**config.mk**
```make
export PLATFORM = sky130hd
export DESIGN_NAME = hsd_ctrl
export DESIGN_NICKNAME = d
export VERILOG_FILES = /design/src/rtl/hsd_pkg.sv /design/src/rtl/hsd_ctrl.sv /design/src/rtl/hsd_sync.sv /design/src/rtl/hsd_fault_timer.sv
export SDC_FILE = /design/constraint.sdc
export NUM_CORES = 1
export LEC_CHECK = 0
export ABC_AREA = 1
export BUFFER_PORTS_ARGS = -buffer_cell sky130_fd_sc_hd__buf_2
export CORE_UTILIZATION = 60
export CTS_BUF_LIST = sky130_fd_sc_hd__clkbuf_16
export DETAILED_ROUTE_END_ITERATION = 16
export HOLD_SLACK_MARGIN = 0.12
export PLACE_DENSITY = 0.8
export SLEW_MARGIN = 20
export SYNTH_ARGS = -nofsm -noshare
export SYNTH_HDL_FRONTEND = slang
export SYNTH_SLANG_ARGS = --single-unit
```
**constraint.sdc**
```tcl
create_clock -name clk_i -period 9.69 [get_ports clk_i]
set_clock_uncertainty 0.2 [all_clocks]
set_input_delay 0.969 -clock clk_i [delete_from_list [all_inputs] [get_ports clk_i]]
set_output_delay 0.969 -clock clk_i [all_outputs]
set_load 0.02 [all_outputs]
```
**src/rtl/hsd_pkg.sv**
```systemverilog
// shared constants, types and register map of the high-side driver control core
package hsd_pkg;

   ////////////////////////////////////////////////////////////////////////////
   // clock and timing
   localparam int unsigned CLK_PERIOD_NS    = 100;
   localparam int unsigned LPM_HOLD_US      = 500;
   localparam int unsigned LPM_HOLD_CYC     = (LPM_HOLD_US * 1000 + CLK_PERIOD_NS - 1)
                                              / CLK_PERIOD_NS;
   localparam int unsigned FAST_RESP_US     = 10;
   localparam int unsigned FAST_RESP_CYC    = (FAST_RESP_US * 1000) / CLK_PERIOD_NS;
   // later retry intervals must stay below the fast response time
   localparam int unsigned FAST_RETRY_CYC   = FAST_RESP_CYC / 2;
   localparam int unsigned RETRY_CYCLES     = 32;

   ////////////////////////////////////////////////////////////////////////////
   // timer currents in units of 0.1 uA, used as counter steps
   localparam int unsigned TMR_W            = 24;
   localparam logic [TMR_W-1:0] I_CHG_STEP  = 24'h000320;
   localparam logic [TMR_W-1:0] I_RDN_STEP  = 24'h000019;
   localparam logic [TMR_W-1:0] I_RUP_STEP  = 24'h000016;

   ////////////////////////////////////////////////////////////////////////////
   // register map, byte addresses
   localparam logic [3:0] ADDR_CTRL         = 4'h0;
   localparam logic [3:0] ADDR_TRIP         = 4'h4;
   localparam logic [3:0] ADDR_LOW          = 4'h8;
   localparam logic [3:0] ADDR_STAT         = 4'hC;
   localparam int unsigned CTRL_LATCH_BIT   = 0;
   localparam int unsigned CTRL_NOCAP_BIT   = 1;
   localparam logic [1:0]       CTRL_RST    = 2'h0;
   localparam logic [TMR_W-1:0] TRIP_RST    = 24'h004E20;
   localparam logic [TMR_W-1:0] LOW_RST     = 24'h0007D0;

   ////////////////////////////////////////////////////////////////////////////
   // types
   typedef enum logic [2:0] {
      MD_POWER_DOWN = 3'b000,
      MD_SHUTDOWN   = 3'b001,
      MD_WAIT_LP    = 3'b010,
      MD_LOW_POWER  = 3'b011,
      MD_WAKEUP     = 3'b100,
      MD_ACTIVE     = 3'b101
   } hsd_mode_e;

   typedef struct packed {
      logic por_ok;
      logic en_ok;
      logic low_power_request_n;
      logic main_gate_command;
      logic short_detect_selftest;
      logic short_circuit_compare;
      logic load_wakeup_compare;
      logic main_gate_enhanced;
      logic bypass_gate_enhanced;
      logic charge_pump_uv;
      logic input_uv;
   } hsd_pins_s;

   typedef struct packed {
      logic main_gate_pullup;
      logic main_gate_pulldown;
      logic bypass_gate;
      logic wake_n;
      logic fault_flag_n;
      logic charge_pump_en;
   } hsd_gates_s;

endpackage : hsd_pkg

```
**src/rtl/hsd_ctrl.sv**
```systemverilog
// mode, protection and register core of the high-side gate driver
//
// Functional notes
// - short compare ignored until main gate enhanced
// - no timer cap: fast gate off, fault
// - overcurrent starts delay timer charging
// - timer trip: gate off, fault, retry
// - retry: 32 discharge/charge cycles, then restore
// - later retry intervals below ten microseconds
// - short gone early: gate stays, timer cleared
// - latch-off: gate off for good, fault
// - latch cleared by command, request, enable, supply
// - self-test edge injects simulated short
// - supply low: everything off
// - enable low: shutdown, gates off
// - enable with request low 500us: low power
// - enable and request together: active
// - low power: bypass on, wake released
// - load wakeup: bypass off, main on, wake
// - active only after request driven high
// - low power undervoltage: bypass off, fault
// - low power short: wakeup then protection
// - active: main follows command, wake asserted
// - active undervoltage or short: gate off, fault
// - wakeup ignored until bypass gate enhanced
//
// Our own choices: the register offsets and the Avalon-MM slave port.
`timescale 1ns/1ps
module hsd_ctrl #(
   parameter int unsigned LPM_HOLD = hsd_pkg::LPM_HOLD_CYC
) (
   input  wire logic        clk_i,
   input  wire logic        rst_n_i,
   input  wire logic        supply_por_ok_i,
   input  wire logic        enable_undervoltage_input_i,
   input  wire logic        low_power_request_n_i,
   input  wire logic        main_gate_command_i,
   input  wire logic        short_detect_selftest_i,
   input  wire logic        short_circuit_compare_i,
   input  wire logic        load_wakeup_compare_i,
   input  wire logic        main_gate_enhanced_level_i,
   input  wire logic        bypass_gate_enhanced_level_i,
   input  wire logic        charge_pump_uv_level_i,
   input  wire logic        input_uv_falling_level_i,
   input  wire logic [3:0]  avs_address_i,
   input  wire logic        avs_read_i,
   input  wire logic        avs_write_i,
   input  wire logic [31:0] avs_writedata_i,
   input  wire logic [3:0]  avs_byteenable_i,
   output logic      [31:0] avs_readdata_o,
   output logic             avs_waitrequest_o,
   output logic             main_gate_pullup_o,
   output logic             main_gate_pulldown_o,
   output logic             bypass_gate_o,
   output logic             wake_n_o,
   output logic             fault_flag_n_o,
   output logic             charge_pump_en_o
);
   import hsd_pkg::*;

   ////////////////////////////////////////////////////////////////////////////
   // input synchronisation
   hsd_pins_s  raw, pin;
   logic [$bits(hsd_pins_s)-1:0] pin_vec;

   assign raw = '{
      por_ok:                supply_por_ok_i,
      en_ok:                 enable_undervoltage_input_i,
      low_power_request_n:   low_power_request_n_i,
      main_gate_command:     main_gate_command_i,
      short_detect_selftest: short_detect_selftest_i,
      short_circuit_compare: short_circuit_compare_i,
      load_wakeup_compare:   load_wakeup_compare_i,
      main_gate_enhanced:    main_gate_enhanced_level_i,
      bypass_gate_enhanced:  bypass_gate_enhanced_level_i,
      charge_pump_uv:        charge_pump_uv_level_i,
      input_uv:              input_uv_falling_level_i
   };

   hsd_sync #(
      .W       ($bits(hsd_pins_s))
   ) u_sync (
      .clk_i   (clk_i),
      .rst_n_i (rst_n_i),
      .async_i (raw),
      .sync_o  (pin_vec)
   );
   assign pin = hsd_pins_s'(pin_vec);

   ////////////////////////////////////////////////////////////////////////////
   // register bus slave
   logic             wait_q, wait_d;
   logic [31:0]      rdata_q, rdata_d;
   logic [1:0]       ctrl_q, ctrl_d;
   logic [TMR_W-1:0] trip_q, trip_d;
   logic [TMR_W-1:0] low_q, low_d;
   logic             take, do_wr;
   logic [31:0]      stat_word;
   logic [31:0]      bmask;
   hsd_mode_e        md_q, md_d;
   logic             sc_fault, sc_latched, uv, inject_q, inject_d;
   hsd_gates_s       out_q, out_d;

   // one wait cycle per access; readdata is latched in that cycle
   assign take  = (avs_read_i || avs_write_i) && wait_q;
   assign do_wr = avs_write_i && !wait_q;
   assign bmask = {{8{avs_byteenable_i[3]}}, {8{avs_byteenable_i[2]}},
                   {8{avs_byteenable_i[1]}}, {8{avs_byteenable_i[0]}}};
   // fields above the latch bit read as zero
   assign stat_word = {22'h000000, sc_latched, uv, inject_q, sc_fault,
                       out_q.bypass_gate, out_q.main_gate_pullup, 1'b0,
                       md_q};

   always_comb begin
      wait_d  = 1'b1;
      rdata_d = rdata_q;
      ctrl_d  = ctrl_q;
      trip_d  = trip_q;
      low_d   = low_q;
      if (take) begin
         wait_d = 1'b0;
         if (avs_read_i) begin
            case (avs_address_i)
               ADDR_CTRL: rdata_d = {30'h00000000, ctrl_q};
               ADDR_TRIP: rdata_d = {8'h00, trip_q};
               ADDR_LOW:  rdata_d = {8'h00, low_q};
               ADDR_STAT: rdata_d = stat_word;
               default:   rdata_d = 32'h00000000;
            endcase
         end
      end
      // unmapped and status writes are dropped
      if (do_wr) begin
         case (avs_address_i)
            ADDR_CTRL: ctrl_d = (ctrl_q & ~bmask[1:0]) | (avs_writedata_i[1:0] & bmask[1:0]);
            ADDR_TRIP: trip_d = (trip_q & ~bmask[23:0]) | (avs_writedata_i[23:0] & bmask[23:0]);
            ADDR_LOW:  low_d  = (low_q & ~bmask[23:0]) | (avs_writedata_i[23:0] & bmask[23:0]);
            default:   ctrl_d = ctrl_q;
         endcase
      end
   end

   always_ff @(posedge clk_i) begin
      if (!rst_n_i) begin
         wait_q  <= 1'b1;
         rdata_q <= 32'h00000000;
         ctrl_q  <= CTRL_RST;
         trip_q  <= TRIP_RST;
         low_q   <= LOW_RST;
      end else begin
         wait_q  <= wait_d;
         rdata_q <= rdata_d;
         ctrl_q  <= ctrl_d;
         trip_q  <= trip_d;
         low_q   <= low_d;
      end
   end

   assign avs_readdata_o    = rdata_q;
   assign avs_waitrequest_o = wait_q;

   ////////////////////////////////////////////////////////////////////////////
   // edges, latch clear and short detection
   logic        cmd_d1_q, lpm_d1_q, test_d1_q;
   logic        cmd_d1_d, lpm_d1_d, test_d1_d;
   logic        latch_clr, test_rise, oc, prot_on;
   logic [12:0] hold_q, hold_d;

   // delayed copies reset low, the idle level, so no false edge
   always_comb begin
      cmd_d1_d  = pin.main_gate_command;
      lpm_d1_d  = pin.low_power_request_n;
      test_d1_d = pin.short_detect_selftest;
   end

   always_ff @(posedge clk_i) begin
      if (!rst_n_i) begin
         cmd_d1_q  <= 1'b0;
         lpm_d1_q  <= 1'b0;
         test_d1_q <= 1'b0;
      end else begin
         cmd_d1_q  <= cmd_d1_d;
         lpm_d1_q  <= lpm_d1_d;
         test_d1_q <= test_d1_d;
      end
   end

   // level clears keep the timer idle while off
   assign latch_clr = (cmd_d1_q && !pin.main_gate_command) ||
                      (lpm_d1_q && !pin.low_power_request_n) ||
                      !pin.en_ok || !pin.por_ok;
   assign test_rise = pin.short_detect_selftest && !test_d1_q;
   assign prot_on   = (md_q == MD_ACTIVE) || (md_q == MD_WAKEUP);
   // blanking while the main gate charges avoids tripping on inrush
   assign oc = out_q.main_gate_pullup && pin.main_gate_enhanced &&
               (pin.short_circuit_compare || inject_q);
   assign uv = pin.input_uv || pin.charge_pump_uv;

   hsd_fault_timer u_tmr (
      .clk_i       (clk_i),
      .rst_n_i     (rst_n_i),
      .clear_i     (latch_clr),
      .oc_i        (oc),
      .nocap_i     (ctrl_q[CTRL_NOCAP_BIT]),
      .latch_off_i (ctrl_q[CTRL_LATCH_BIT]),
      .trip_lvl_i  (trip_q),
      .low_lvl_i   (low_q),
      .fault_o     (sc_fault),
      .latched_o   (sc_latched)
   );

   // injected short holds until the protection answers; a new edge wins
   always_comb begin
      inject_d = inject_q;
      if (sc_fault || latch_clr || !prot_on) begin
         inject_d = 1'b0;
      end
      if (test_rise && prot_on) begin
         inject_d = 1'b1;
      end
   end

   always_ff @(posedge clk_i) begin
      if (!rst_n_i) begin
         inject_q <= 1'b0;
      end else begin
         inject_q <= inject_d;
      end
   end

   ////////////////////////////////////////////////////////////////////////////
   // mode state machine
   always_comb begin
      md_d   = md_q;
      hold_d = 13'h0000;
      case (md_q)
         MD_POWER_DOWN: begin
            if (pin.por_ok) begin
               md_d = MD_SHUTDOWN;
            end
         end
         MD_SHUTDOWN: begin
            if (pin.en_ok) begin
               md_d = pin.low_power_request_n ? MD_ACTIVE : MD_WAIT_LP;
            end
         end
         MD_WAIT_LP: begin
            hold_d = hold_q + 13'h0001;
            if (pin.low_power_request_n) begin
               md_d = MD_ACTIVE;
            end else if (hold_q == 13'(LPM_HOLD - 1)) begin
               md_d = MD_LOW_POWER;
            end
         end
         MD_LOW_POWER: begin
            if (pin.low_power_request_n) begin
               md_d = MD_ACTIVE;
            end else if (out_q.bypass_gate && pin.bypass_gate_enhanced &&
                         pin.load_wakeup_compare) begin
               md_d = MD_WAKEUP;
            end
         end
         MD_WAKEUP: begin
            // wakeup holds until the request pin confirms it
            if (pin.low_power_request_n) begin
               md_d = MD_ACTIVE;
            end
         end
         MD_ACTIVE: begin
            // controller is expected to hold the gate command 10us longer
            if (!pin.low_power_request_n) begin
               md_d = MD_LOW_POWER;
            end
         end
         default: md_d = MD_POWER_DOWN;
      endcase
      // supply loss beats enable loss
      if (!pin.por_ok) begin
         md_d = MD_POWER_DOWN;
      end else if (!pin.en_ok && md_q != MD_POWER_DOWN) begin
         md_d = MD_SHUTDOWN;
      end
   end

   always_ff @(posedge clk_i) begin
      if (!rst_n_i) begin
         md_q   <= MD_POWER_DOWN;
         hold_q <= 13'h0000;
      end else begin
         md_q   <= md_d;
         hold_q <= hold_d;
      end
   end

   ////////////////////////////////////////////////////////////////////////////
   // gate drive and flag outputs, all registered
   logic main_on;
   logic uv_fault;

   always_comb begin
      main_on = 1'b0;
      case (md_q)
         MD_ACTIVE: main_on = pin.main_gate_command;
         MD_WAKEUP: main_on = 1'b1;
         default:   main_on = 1'b0;
      endcase
      // undervoltage overrides every mode
      if (sc_fault || uv) begin
         main_on = 1'b0;
      end
      uv_fault = uv && (md_q == MD_LOW_POWER || prot_on);
      out_d.main_gate_pullup   = main_on;
      out_d.main_gate_pulldown = !main_on;
      out_d.bypass_gate        = (md_q == MD_LOW_POWER) && !uv;
      out_d.wake_n             = !prot_on;
      out_d.fault_flag_n       = !(sc_fault || uv_fault);
      out_d.charge_pump_en     = (md_q != MD_POWER_DOWN) &&
                                 (md_q != MD_SHUTDOWN);
   end

   always_ff @(posedge clk_i) begin
      if (!rst_n_i) begin
         out_q <= '{
            main_gate_pullup:   1'b0,
            main_gate_pulldown: 1'b1,
            bypass_gate:        1'b0,
            wake_n:             1'b1,
            fault_flag_n:       1'b1,
            charge_pump_en:     1'b0
         };
      end else begin
         out_q <= out_d;
      end
   end

   assign main_gate_pullup_o   = out_q.main_gate_pullup;
   assign main_gate_pulldown_o = out_q.main_gate_pulldown;
   assign bypass_gate_o        = out_q.bypass_gate;
   assign wake_n_o             = out_q.wake_n;
   assign fault_flag_n_o       = out_q.fault_flag_n;
   assign charge_pump_en_o     = out_q.charge_pump_en;

endmodule : hsd_ctrl

```
**src/rtl/hsd_sync.sv**
```systemverilog
// two-flop synchroniser bank for pin and comparator inputs
`timescale 1ns/1ps
module hsd_sync #(
   parameter int unsigned W = 1
) (
   input  wire logic         clk_i,
   input  wire logic         rst_n_i,
   input  wire logic [W-1:0] async_i,
   output logic      [W-1:0] sync_o
);
   logic [W-1:0] meta_q;
   logic [W-1:0] sync_q;

   // first stage feeds only the second stage
   for (genvar b = 0; b < W; b++) begin : g_bit
      always_ff @(posedge clk_i) begin
         if (!rst_n_i) begin
            meta_q[b] <= 1'b0;
            sync_q[b] <= 1'b0;
         end else begin
            meta_q[b] <= async_i[b];
            sync_q[b] <= meta_q[b];
         end
      end
   end

   assign sync_o = sync_q;
endmodule : hsd_sync

```
**src/rtl/hsd_fault_timer.sv**
```systemverilog
// short-circuit delay, auto-retry and latch-off timer model
`timescale 1ns/1ps
module hsd_fault_timer
   import hsd_pkg::*;
(
   input  wire logic             clk_i,
   input  wire logic             rst_n_i,
   input  wire logic             clear_i,
   input  wire logic             oc_i,
   input  wire logic             nocap_i,
   input  wire logic             latch_off_i,
   input  wire logic [TMR_W-1:0] trip_lvl_i,
   input  wire logic [TMR_W-1:0] low_lvl_i,
   output logic                  fault_o,
   output logic                  latched_o
);
   typedef enum logic [2:0] {
      TM_IDLE     = 3'b000,
      TM_CHARGE   = 3'b001,
      TM_RETRY_DN = 3'b010,
      TM_RETRY_UP = 3'b011,
      TM_LATCH    = 3'b100,
      TM_FAST     = 3'b101
   } hsd_tmr_e;

   hsd_tmr_e         st_q, st_d;
   logic [TMR_W-1:0] lvl_q, lvl_d;
   logic [5:0]       n_q, n_d;
   logic [7:0]       cyc_q, cyc_d;
   logic             used_q, used_d;
   logic [TMR_W:0]   up_chg, up_rup, low_dn;

   assign up_chg = {1'b0, lvl_q} + {1'b0, I_CHG_STEP};
   assign up_rup = {1'b0, lvl_q} + {1'b0, I_RUP_STEP};
   assign low_dn = {1'b0, low_lvl_i} + {1'b0, I_RDN_STEP};

   always_comb begin
      st_d   = st_q;
      lvl_d  = lvl_q;
      n_d    = n_q;
      cyc_d  = cyc_q;
      used_d = used_q;
      case (st_q)
         TM_IDLE: begin
            if (oc_i) begin
               if (nocap_i) begin
                  st_d = latch_off_i ? TM_LATCH : TM_FAST;
                  cyc_d = 8'h00;
               end else begin
                  st_d = TM_CHARGE;
               end
            end
         end
         TM_CHARGE: begin
            if (!oc_i) begin
               st_d  = TM_IDLE;
               lvl_d = '0;
            end else if (up_chg >= {1'b0, trip_lvl_i}) begin
               lvl_d = trip_lvl_i;
               n_d   = 6'h00;
               cyc_d = 8'h00;
               if (latch_off_i) begin
                  st_d = TM_LATCH;
               end else if (used_q) begin
                  st_d = TM_FAST;
               end else begin
                  st_d = TM_RETRY_DN;
               end
            end else begin
               lvl_d = up_chg[TMR_W-1:0];
            end
         end
         TM_RETRY_DN: begin
            if ({1'b0, lvl_q} <= low_dn) begin
               lvl_d = low_lvl_i;
               st_d  = TM_RETRY_UP;
            end else begin
               lvl_d = lvl_q - I_RDN_STEP;
            end
         end
         TM_RETRY_UP: begin
            if (up_rup >= {1'b0, trip_lvl_i}) begin
               lvl_d = trip_lvl_i;
               n_d   = n_q + 6'h01;
               if (n_q == 6'(RETRY_CYCLES - 1)) begin
                  st_d   = TM_IDLE;
                  lvl_d  = '0;
                  used_d = 1'b1;
               end else begin
                  st_d = TM_RETRY_DN;
               end
            end else begin
               lvl_d = up_rup[TMR_W-1:0];
            end
         end
         TM_FAST: begin
            cyc_d = cyc_q + 8'h01;
            if (cyc_q == 8'(FAST_RETRY_CYC - 1)) begin
               st_d  = TM_IDLE;
               lvl_d = '0;
            end
         end
         TM_LATCH: st_d = TM_LATCH;
         default:  st_d = TM_IDLE;
      endcase
      if (clear_i) begin
         st_d   = TM_IDLE;
         lvl_d  = '0;
         n_d    = 6'h00;
         used_d = 1'b0;
      end
   end

   always_ff @(posedge clk_i) begin
      if (!rst_n_i) begin
         st_q   <= TM_IDLE;
         lvl_q  <= '0;
         n_q    <= 6'h00;
         cyc_q  <= 8'h00;
         used_q <= 1'b0;
      end else begin
         st_q   <= st_d;
         lvl_q  <= lvl_d;
         n_q    <= n_d;
         cyc_q  <= cyc_d;
         used_q <= used_d;
      end
   end

   assign fault_o   = (st_q == TM_RETRY_DN) || (st_q == TM_RETRY_UP) ||
                      (st_q == TM_FAST) || (st_q == TM_LATCH);
   assign latched_o = (st_q == TM_LATCH);
endmodule : hsd_fault_timer

```
======== Word level (Yosys, flattened, before mapping) ========
Cells that the tools add are included.
word-level totals
  register bits after elaboration ......... 173
  latch bits .............................. 0
  memory bits (writable) .................. 0
  bits in read-only memories .............. 0
  output and inout port bits .............. 39
  memories kept ........................... 0
operators by class
  $add $sub $neg .......................... 7
  multiply operators ...................... 0
  divide/modulo/power cells ............... 0
  order comparisons ....................... 3
  equal/unequal tests ..................... 35
  shifts and indexed selects .............. 0
  muxes and demuxes ....................... 44
  bitwise operators ....................... 12
  reduce and logical (&&, ||, !) cells .... 62
operators with widths
  operator                                                                  number
  24-bit one-hot mux with 4 select lines                                    2
  24-bit two-way mux                                                        6
  24-bit bitwise AND                                                        3
  3-bit two-way mux                                                         17
  24-bit by 5-bit adder with 25-bit output (second input constant)          2
  25-bit by 24-bit >= comparator with 1-bit output                          2
  24-bit OR                                                                 2
  3-bit one-hot mux with 6 select lines                                     2
  8-bit two-way mux                                                         4
  24-bit by 10-bit adder with 25-bit output (second input constant)         1
  24-bit by 25-bit <= comparator with 1-bit output                          1
  24-bit NOT                                                                1
  8-bit one-hot mux with 3 select lines                                     1
  24-bit by 5-bit subtractor with 24-bit output (second input constant)     1
  5-bit AND reduction                                                       4
  6-bit two-way mux                                                         3
  2-bit by 1-bit inequality test with 1-bit output (second input constant)  8
  1-bit logical OR                                                          15
  1-bit logical AND                                                         14
  2-bit AND reduction                                                       7
  13-bit by 1-bit adder with 13-bit output (second input constant)          1
  13-bit == test (second input constant)                                    1
  3-bit by 2-bit == test with 1-bit output (second input constant)          4
  3-bit == test (second input constant)                                     4
  other kinds (30)                                                          57

======== Depth between registers and ports, before layout ========
Gate-level depths: netlist (run 1).
  depth in word-level cells ............... 9
  mapped depth ............................ 28
  mapped depth without buffers ............ 27

======== Cells and area by module ========
Synthesis (run 1) repeated with hierarchy kept, for this count alone.
unflattened totals
  cells, all modules ...................... 1,861
  area total of the unflattened synthesis .. 12,101.6 µm²
by module, submodules not included
  module           times used  cells an instance  area an instance (µm²)  seq. area each (µm²)
  hsd_fault_timer  1           1,195              7,010.5                 840.8
  hsd_ctrl         1           598                4,463.0                 2,021.9
  hsd_sync         1           68                 628.1                   440.4

======== Worst setup path before layout (run 1) ========
No wires, ideal clock.
  kind .................................... register to register
  start point ............................. reg u_tmr.lvl_q[1]
  end point ............................... reg u_tmr.lvl_q[11]
  library setup time ...................... 0.117 ns
  arrival ................................. 3.172 ns
  required time ........................... 9.373 ns
  slack ................................... 6.201 ns
  stages on the path, launching flop included .. 26
  path buffers ............................ 2
  clock period less this slack ............ 3.489 ns
  cell sequence ........................... dfxtp_1 inv_1 ha_1 inv_1 nand2_1 nand2_1 nand2_1 nor2_1 nand3_1 nor3_1 xor2_1 ha_1 nand2_1 nor2_1 nand3_1 inv_1 nand2_1 nand2_1 nor2_2 nand3_4 buf_8 buf_6 o211ai_1 nand2_1 nor2_1 nor2_1
on the way
  word-level cells in the longest chain between the ends .. 5
ends and longest elaborated chain
  element                                           RTL line                text
  start: declaration                                hsd_fault_timer.sv:27   logic [TMR_W-1:0] lvl_q, lvl_d;
  start signal: assignment                          hsd_fault_timer.sv:123  lvl_q <= lvl_d;
  24-bit by 10-bit adder with 25-bit output         hsd_fault_timer.sv:33   assign up_chg = {1'b0, lvl_q} + {1'b0, I_CHG_STEP};
  25-bit by 24-bit >= comparator with 1-bit output  hsd_fault_timer.sv:58   end else if (up_chg >= {1'b0, trip_lvl_i}) begin
  24-bit two-way mux                                hsd_fault_timer.sv:58
  24-bit two-way mux                                hsd_fault_timer.sv:55   if (!oc_i) begin
  24-bit one-hot mux with 4 select lines (*)        hsd_fault_timer.sv:43   case (st_q)
Every way passes the cells marked *; elsewhere a longest branch is shown, timed or not.
A chain may end at the register's enable or synchronous reset.

==> impl_metrics.ini, run 1 <==
[critical_path]
critical_path.top_delay_family = simple AND/OR/NAND/NOR gates
cpMostUsedCell = nand2_1
crit_chain = nand3_1, nand2_1, nand2_1, nor2_1, nand3_1, nor2_1, nand2_1, nor3_1, xor2_1, ha_1, nand2_1, nor2_1, nand2_1, nor4_1, nand3_2, nand2_2, inv_2, nand2_1, nand3_1, nand2_1, nand2_1, nor2_1
r2r_cells = 22
cp.depth = 22
cp_slowest_cell = nand2_2
start_kind = flop
r2r_end = u_tmr.st_q[0]
endpoint_kind = flop
cp.arrival_ns = 5.64
worstPathMaxFanout = 34
critPathRequiredTime_ns = 9.87
cp-endpoint = u_tmr.st_q[0]
critPathBufInv = 1
slowest_delay_ns = 0.64
r2r_slack_ns = 4.23
critPathKind = reg -> reg

[detailed_routing]
wl_per_cell_microns = 17.8
drc = 0
vias = 11800
wirelength_mm = 35.8
vias_per_cell = 5.85
drtIter0Drc = 1009
drtPass1Iterations = 8
ant_nets = 0

[logic_synthesis]
syn_area_per_cell_sq_um = 6.63
ys_seq_elements = 165
yosys_warnings = 0
synth.distinct_cells = 49
netlist.area_leader.share = 0.288
synthTopCellsByArea = dfxtp_1, nand2_1, ha_1
ys_seq_area_frac = 0.288
yosys.area.top_type = dfxtp_1
syn_area_sq_mm = 0.0115
synthCells = 1732

[finish]
final_layout_size_suffix_gt1_frac = 0.0910
n_antenna_cell = 0
fin_nets = 1905
syn_to_final_growth_pct = 8.77
postLayoutCoreUtil = 0.667

[clocking]
htree_levels = 4
root_buffer = clkbuf_16
clkTransAtPathRegs_ns = 0.10
cts_tree = yes
clk_path_buf_depth = 2
cts_resized = 0
cts.sinks = 165
worstSkewPairLatency_ns = 0.46
postCtsSetupBuffers = 0
cts_buffers = 17
postCtsHoldBufs = 0

[place]
port_buffers = 76
dp_hpwl_mm = 25.7
gp_congestion = 1.04

[die]
coreArea_sq_mm = 0.0187
dieArea_sq_mm = 0.0197
rows = 50
die_x_microns = 140
io_pins = 94
fp.dieH_microns = 140
start_util = 0.614

[grt]
grtUsageTotal = 0.367
grt_pass1_wl_mm = 56.0
antenna_found_initial = 0
grt_max_degree = 79
overflow = 0
grt_pass1_vias = 10700

[power_and_ir_drop]
p_leak_nw = 5.79
ir_drop_uv = 124
power.density_mw_per_mm2 = 119

[run_status]
status = complete, no violations

[min_path]
hold_class = reg -> reg

[timing]
finalCritPeriodShare = 0.563
final.setup.tns_ns = 0
report.final.slew_viol_count = 0
post-route-min-period_ns = 5.46
worst_slew_pin_slew_ns = 1.18
whs_ns = 0.217
final-setup-viol-count = 0
grt_setup_unrepaired = false
clock.fmax_ghz = 0.183
slew-limit-headroom = 0.209
hold_viol = 0

[run]
drv_cap = 0
## synth_stat cells, drive strengths merged
master,count
nor4,8
a31oi,3
o31ai,1
clkbuf,35
xor2,73
dfxtp,165
nand3b,3
clkinv,2
or2,7
inv,238
nor3b,2
nand4,27
a22oi,7
xnor2,6
a21o,2
nor2,170
conb,1
o2111ai,2
o21ai,121
o221ai,7
o21a,5
nor3,34
a21oi,159
o22ai,15
buf,36
nand3,92
and2,1
a211oi,3
o211ai,27
ha,82
nand2,398
## cells in the final DEF (no fill, tap or decap), drive strengths merged, types with 15 or more instances in the layout
cell type | Yosys | routed
nand3 | 92 | 92
ha | 82 | 82
o211ai | 27 | 27
buf | 36 | 81
nand2 | 398 | 398
nor2 | 170 | 170
clkbuf | 35 | 17
o21ai | 121 | 121
o22ai | 15 | 15
xor2 | 73 | 73
dfxtp | 165 | 165
nor3 | 34 | 34
inv | 238 | 248
a21oi | 159 | 159
nand4 | 27 | 27
## logic make-up after synthesis
family / share of synthesized area
AO/OA/AOI/OAI: 0.171
XOR/XNOR: 0.0603
AND/OR/NAND/NOR: 0.278
adder cells (fa/ha/maj): 0.0894
other: 0.000327
buffers and inverters: 0.113
flip-flops: 0.288
## worst min-delay path by stage
stage | from | end | slack, ns | cells past startpoint
6_report | u_sync.meta_q[5] | u_sync.sync_o[5] | 0.22 | 2
5_1_grt | u_sync.meta_q[5] | u_sync.sync_o[5] | 0.24 | 2
4_1_cts | u_sync.meta_q[8] | u_sync.sync_o[8] | 0.22 | 2
3_5_place_dp | u_sync.meta_q[5] | u_sync.sync_o[5] | 0.20 | 2
3_3_place_gp | u_sync.meta_q[9] | u_sync.sync_o[9] | 0.19 | 2
2_1_floorplan | u_sync.meta_q[0] | u_sync.sync_o[0] | 0.19 | 2
## metrics by stage
stage	cells	power, mW	instance area [sq um]	worst slack, ns
2_1_floorplan	1739	0.736	11500	6.20
3_3_place_gp	1983	0.755	11800	4.49
3_5_place_dp	1983	0.757	11800	4.45
4_1_cts	2015	1.49	12500	4.41
5_1_grt	2015	1.52	12500	4.08
6_report	2015	1.49	12500	4.23
## worst min-delay path: stages, from the launching register on
cell and delay, ns:
dfxtp_1 0.31, nand2_1 0.04, inv_1 0.04
## layer usage
metal	vias to the layer above	part of all wire	GRT usage
li1	5720	-	-
met1	5356	0.41	0.461
met2	590	0.46	0.608
met3	115	0.086	0.0721
met4	0	0.046	0.164
met5	-	0	0
## layout make-up
| type | instances | area, sq um |
|---|---|---|
| Fill cell | 1705 | 6220 |
| Multi-Input combinational cell | 1263 | 6920 |
| Clock inverter | 15 | 225 |
| Clock buffer | 17 | 425 |
| Tap cell | 234 | 293 |
| Sequential cell | 165 | 3300 |
| Inverter | 240 | 901 |
| Timing Repair Buffer | 81 | 418 |
## power by group
group	switching (mW)	internal (mW)	total, mW
sequential	0.00290	0.684	0.687
combinational	0.0392	0.0159	0.0552
clock	0.378	0.367	0.744
total	0.420	1.07	1.49
Power figures use the tool's default switching activity.
==> run 2: changes to the inputs <==
CORE_UTILIZATION = 55   (was 60)
PLACE_DENSITY = 0.77   (was 0.8)
clock period = 4.8 ns   (was 9.69 ns; I/O delays follow)
==> run 2 against run 1 <==
  * Die area grew 9.0%
  * Register-to-register slack lost 3.8 ns
  * Sequential power grew 100%
  * Final area grew 3.1%
  * Worst hold slack lost 0.091 ns
  * Sequential cell count is the same
  * Worst setup slack lost 3.8 ns
  * Wire length shrank 0.35%
  * Utilization shrank 3.5 points
  * Critical endpoint unchanged
  * Largest cell class unchanged
  * Largest power group is now sequential cells
==> impl_metrics.ini, run 2 (synthesis gave the netlist of run 1 again) <==
[finish]
final_cell_mix = nand2_1, inv_1, dfxtp_1, nor2_1, a21oi_1
fin_nets = 1952
seq_area_sq_mm = 0.00330
layout_commonest_cell = nand2_1
syn_to_final_growth_pct = 12.2
multi_input_area_sq_mm = 0.00691
final_layout_size_suffix_gt1_frac = 0.100
fill_cells = 1841

[run_status]
status = complete, no violations

[timing]
report.final.slew_viol_count = 0
post-route-min-period_ns = 4.36
final.setup.tns_ns = 0
finalCritPeriodShare = 0.909
hold_viol = 0
grt_setup_unrepaired = false
worst_slew_pin_slew_ns = 1.18
final-setup-viol-count = 0
slew-limit-headroom = 0.204
clock.fmax_ghz = 0.229

[detailed_routing]
ant_nets = 0
wl_per_cell_microns = 17.0
vias_per_cell = 5.67
drtPass1Iterations = 6
wirelength_mm = 35.7
drtIter0Drc = 1078
drc = 0
vias = 11900

[grt]
grt_pass1_wl_mm = 57.1
overflow = 0
use_met3 = 0.0563
grt_pass1_vias = 11100
grt-busiest-layer = met2
grtUsageTotal = 0.339
met1_usage = 0.425
grt_max_degree = 78
grt_use_met2 = 0.555
antenna_found_initial = 0

[critical_path]
critPathRequiredTime_ns = 4.94
worstPathMaxFanout = 12
cp.arrival_ns = 4.50
critPathKind = reg -> reg
start_kind = flop
endpoint_kind = flop

[clocking]
worstSkewPairLatency_ns = 0.45
cts.sinks = 165
root_buffer = clkbuf_16
cts_buffers = 17
clk_path_buf_depth = 2
clkTransAtPathRegs_ns = 0.07
cts_resized = 0
cts_tree = yes
htree_levels = 4

[power_and_ir_drop]
power.density_mw_per_mm2 = 226
p_total_mw = 2.91
p_leak_nw = 5.99
ir_drop_uv = 192

[die]
dieArea_sq_mm = 0.0215
die_x_microns = 146
io_pins = 94
fp.dieH_microns = 146
rows = 52
start_util = 0.564
coreArea_sq_mm = 0.0204

[min_path]
hold_class = in -> reg

[place]
dp_hpwl_mm = 26.2
gp_congestion = 0.993
port_buffers = 76

[run]
drv_cap = 0
-- run 2: cell count changes in the layout (fill, tap and decap cells not counted), sizes merged --
| cell | previous run | this run |
|---|---|---|
| clkinv | 7 | 10 |
| diode | 0 | 1 |
| clkinvlp | 0 | 1 |
| dlygate4sd3 | 0 | 24 |
| buf | 81 | 104 |
| inv | 248 | 244 |
-- run 2: final timing paths --
path	startpoint	end	slack, ns	cells after the start
max	flop	u_tmr.st_q[0]	0.44	24
max reg2reg	flop	u_tmr.st_q[0]	0.44	24
min reg2reg	u_sync.meta_q[6]	u_sync.sync_o[6]	0.21	2
min	avs_writedata_i[19]	flop	0.13	3
-- run 2: power breakdown --
| part | switching, mW | internal [mW] | leakage, nW |
|---|---|---|---|
| clock network | 0.698 | 0.697 | 0.284 |
| registers | 0.00618 | 1.38 | 1.33 |
| logic | 0.0811 | 0.0457 | 4.37 |
| total | 0.785 | 2.12 | 5.99 |
-- run 2: per-stage QoR --
step / util / hold WS (ns) / setup WS (ns) / cell area [sq um] / cells
6_report: 0.632 / 0.127 / 0.438 / 12900 / 2099
5_1_grt: 0.632 / 0.140 / 0.0656 / 12900 / 2098
4_1_cts: 0.632 / 0.124 / 0.525 / 12900 / 2098
3_5_place_dp: 0.591 / 0.197 / 0.544 / 12000 / 2042
3_3_place_gp: 0.591 / 0.192 / 0.591 / 12000 / 2042
2_1_floorplan: - / 0.190 / 1.31 / 11500 / 1739
-- run 2: final cells by class --
class	instances	share of cell area
antenna	1	0.000194
clock buffer	17	0.0330
timing repair buffer	128	0.0645
sequential	165	0.257
inverter	240	0.0700
clock inverter	15	0.0128
multi-input combinational	1263	0.537
tap	270	0.0262
-- run 2: repair_timing --
action	in CTS	in global routing
hold buffers	24	0
setup buffers	0	0
endpoints found under the hold margin	28	0
-- run 2: routing by layer --
metal  routed length (microns)  vias to the layer above
met4                      1720                        0
met3                      2880                      112
met5                         0                        -
li1                          -                     5804
met1                     14700                     5407
met2                     16400                      586
-- run 2: worst max-delay path, cell delays in order, from the launching register on --
cell	delay, ns
dfxtp_1	0.41
nand3_1	0.16
nand2_1	0.09
nand2_1	0.08
nor2_1	0.10
buf_4	0.15
nand3_1	0.12
nor2_1	0.32
nand2_1	0.15
nor3_1	0.27
xor2_1	0.11
ha_1	0.28
nand2_1	0.06
nor2_1	0.26
nand3_1	0.12
a21oi_1	0.13
nand2_1	0.06
nand2_1	0.19
nand2_2	0.15
inv_2	0.33
nand2_1	0.17
nand3_1	0.17
nand2_1	0.06
nand2_1	0.05
nor2_1	0.04
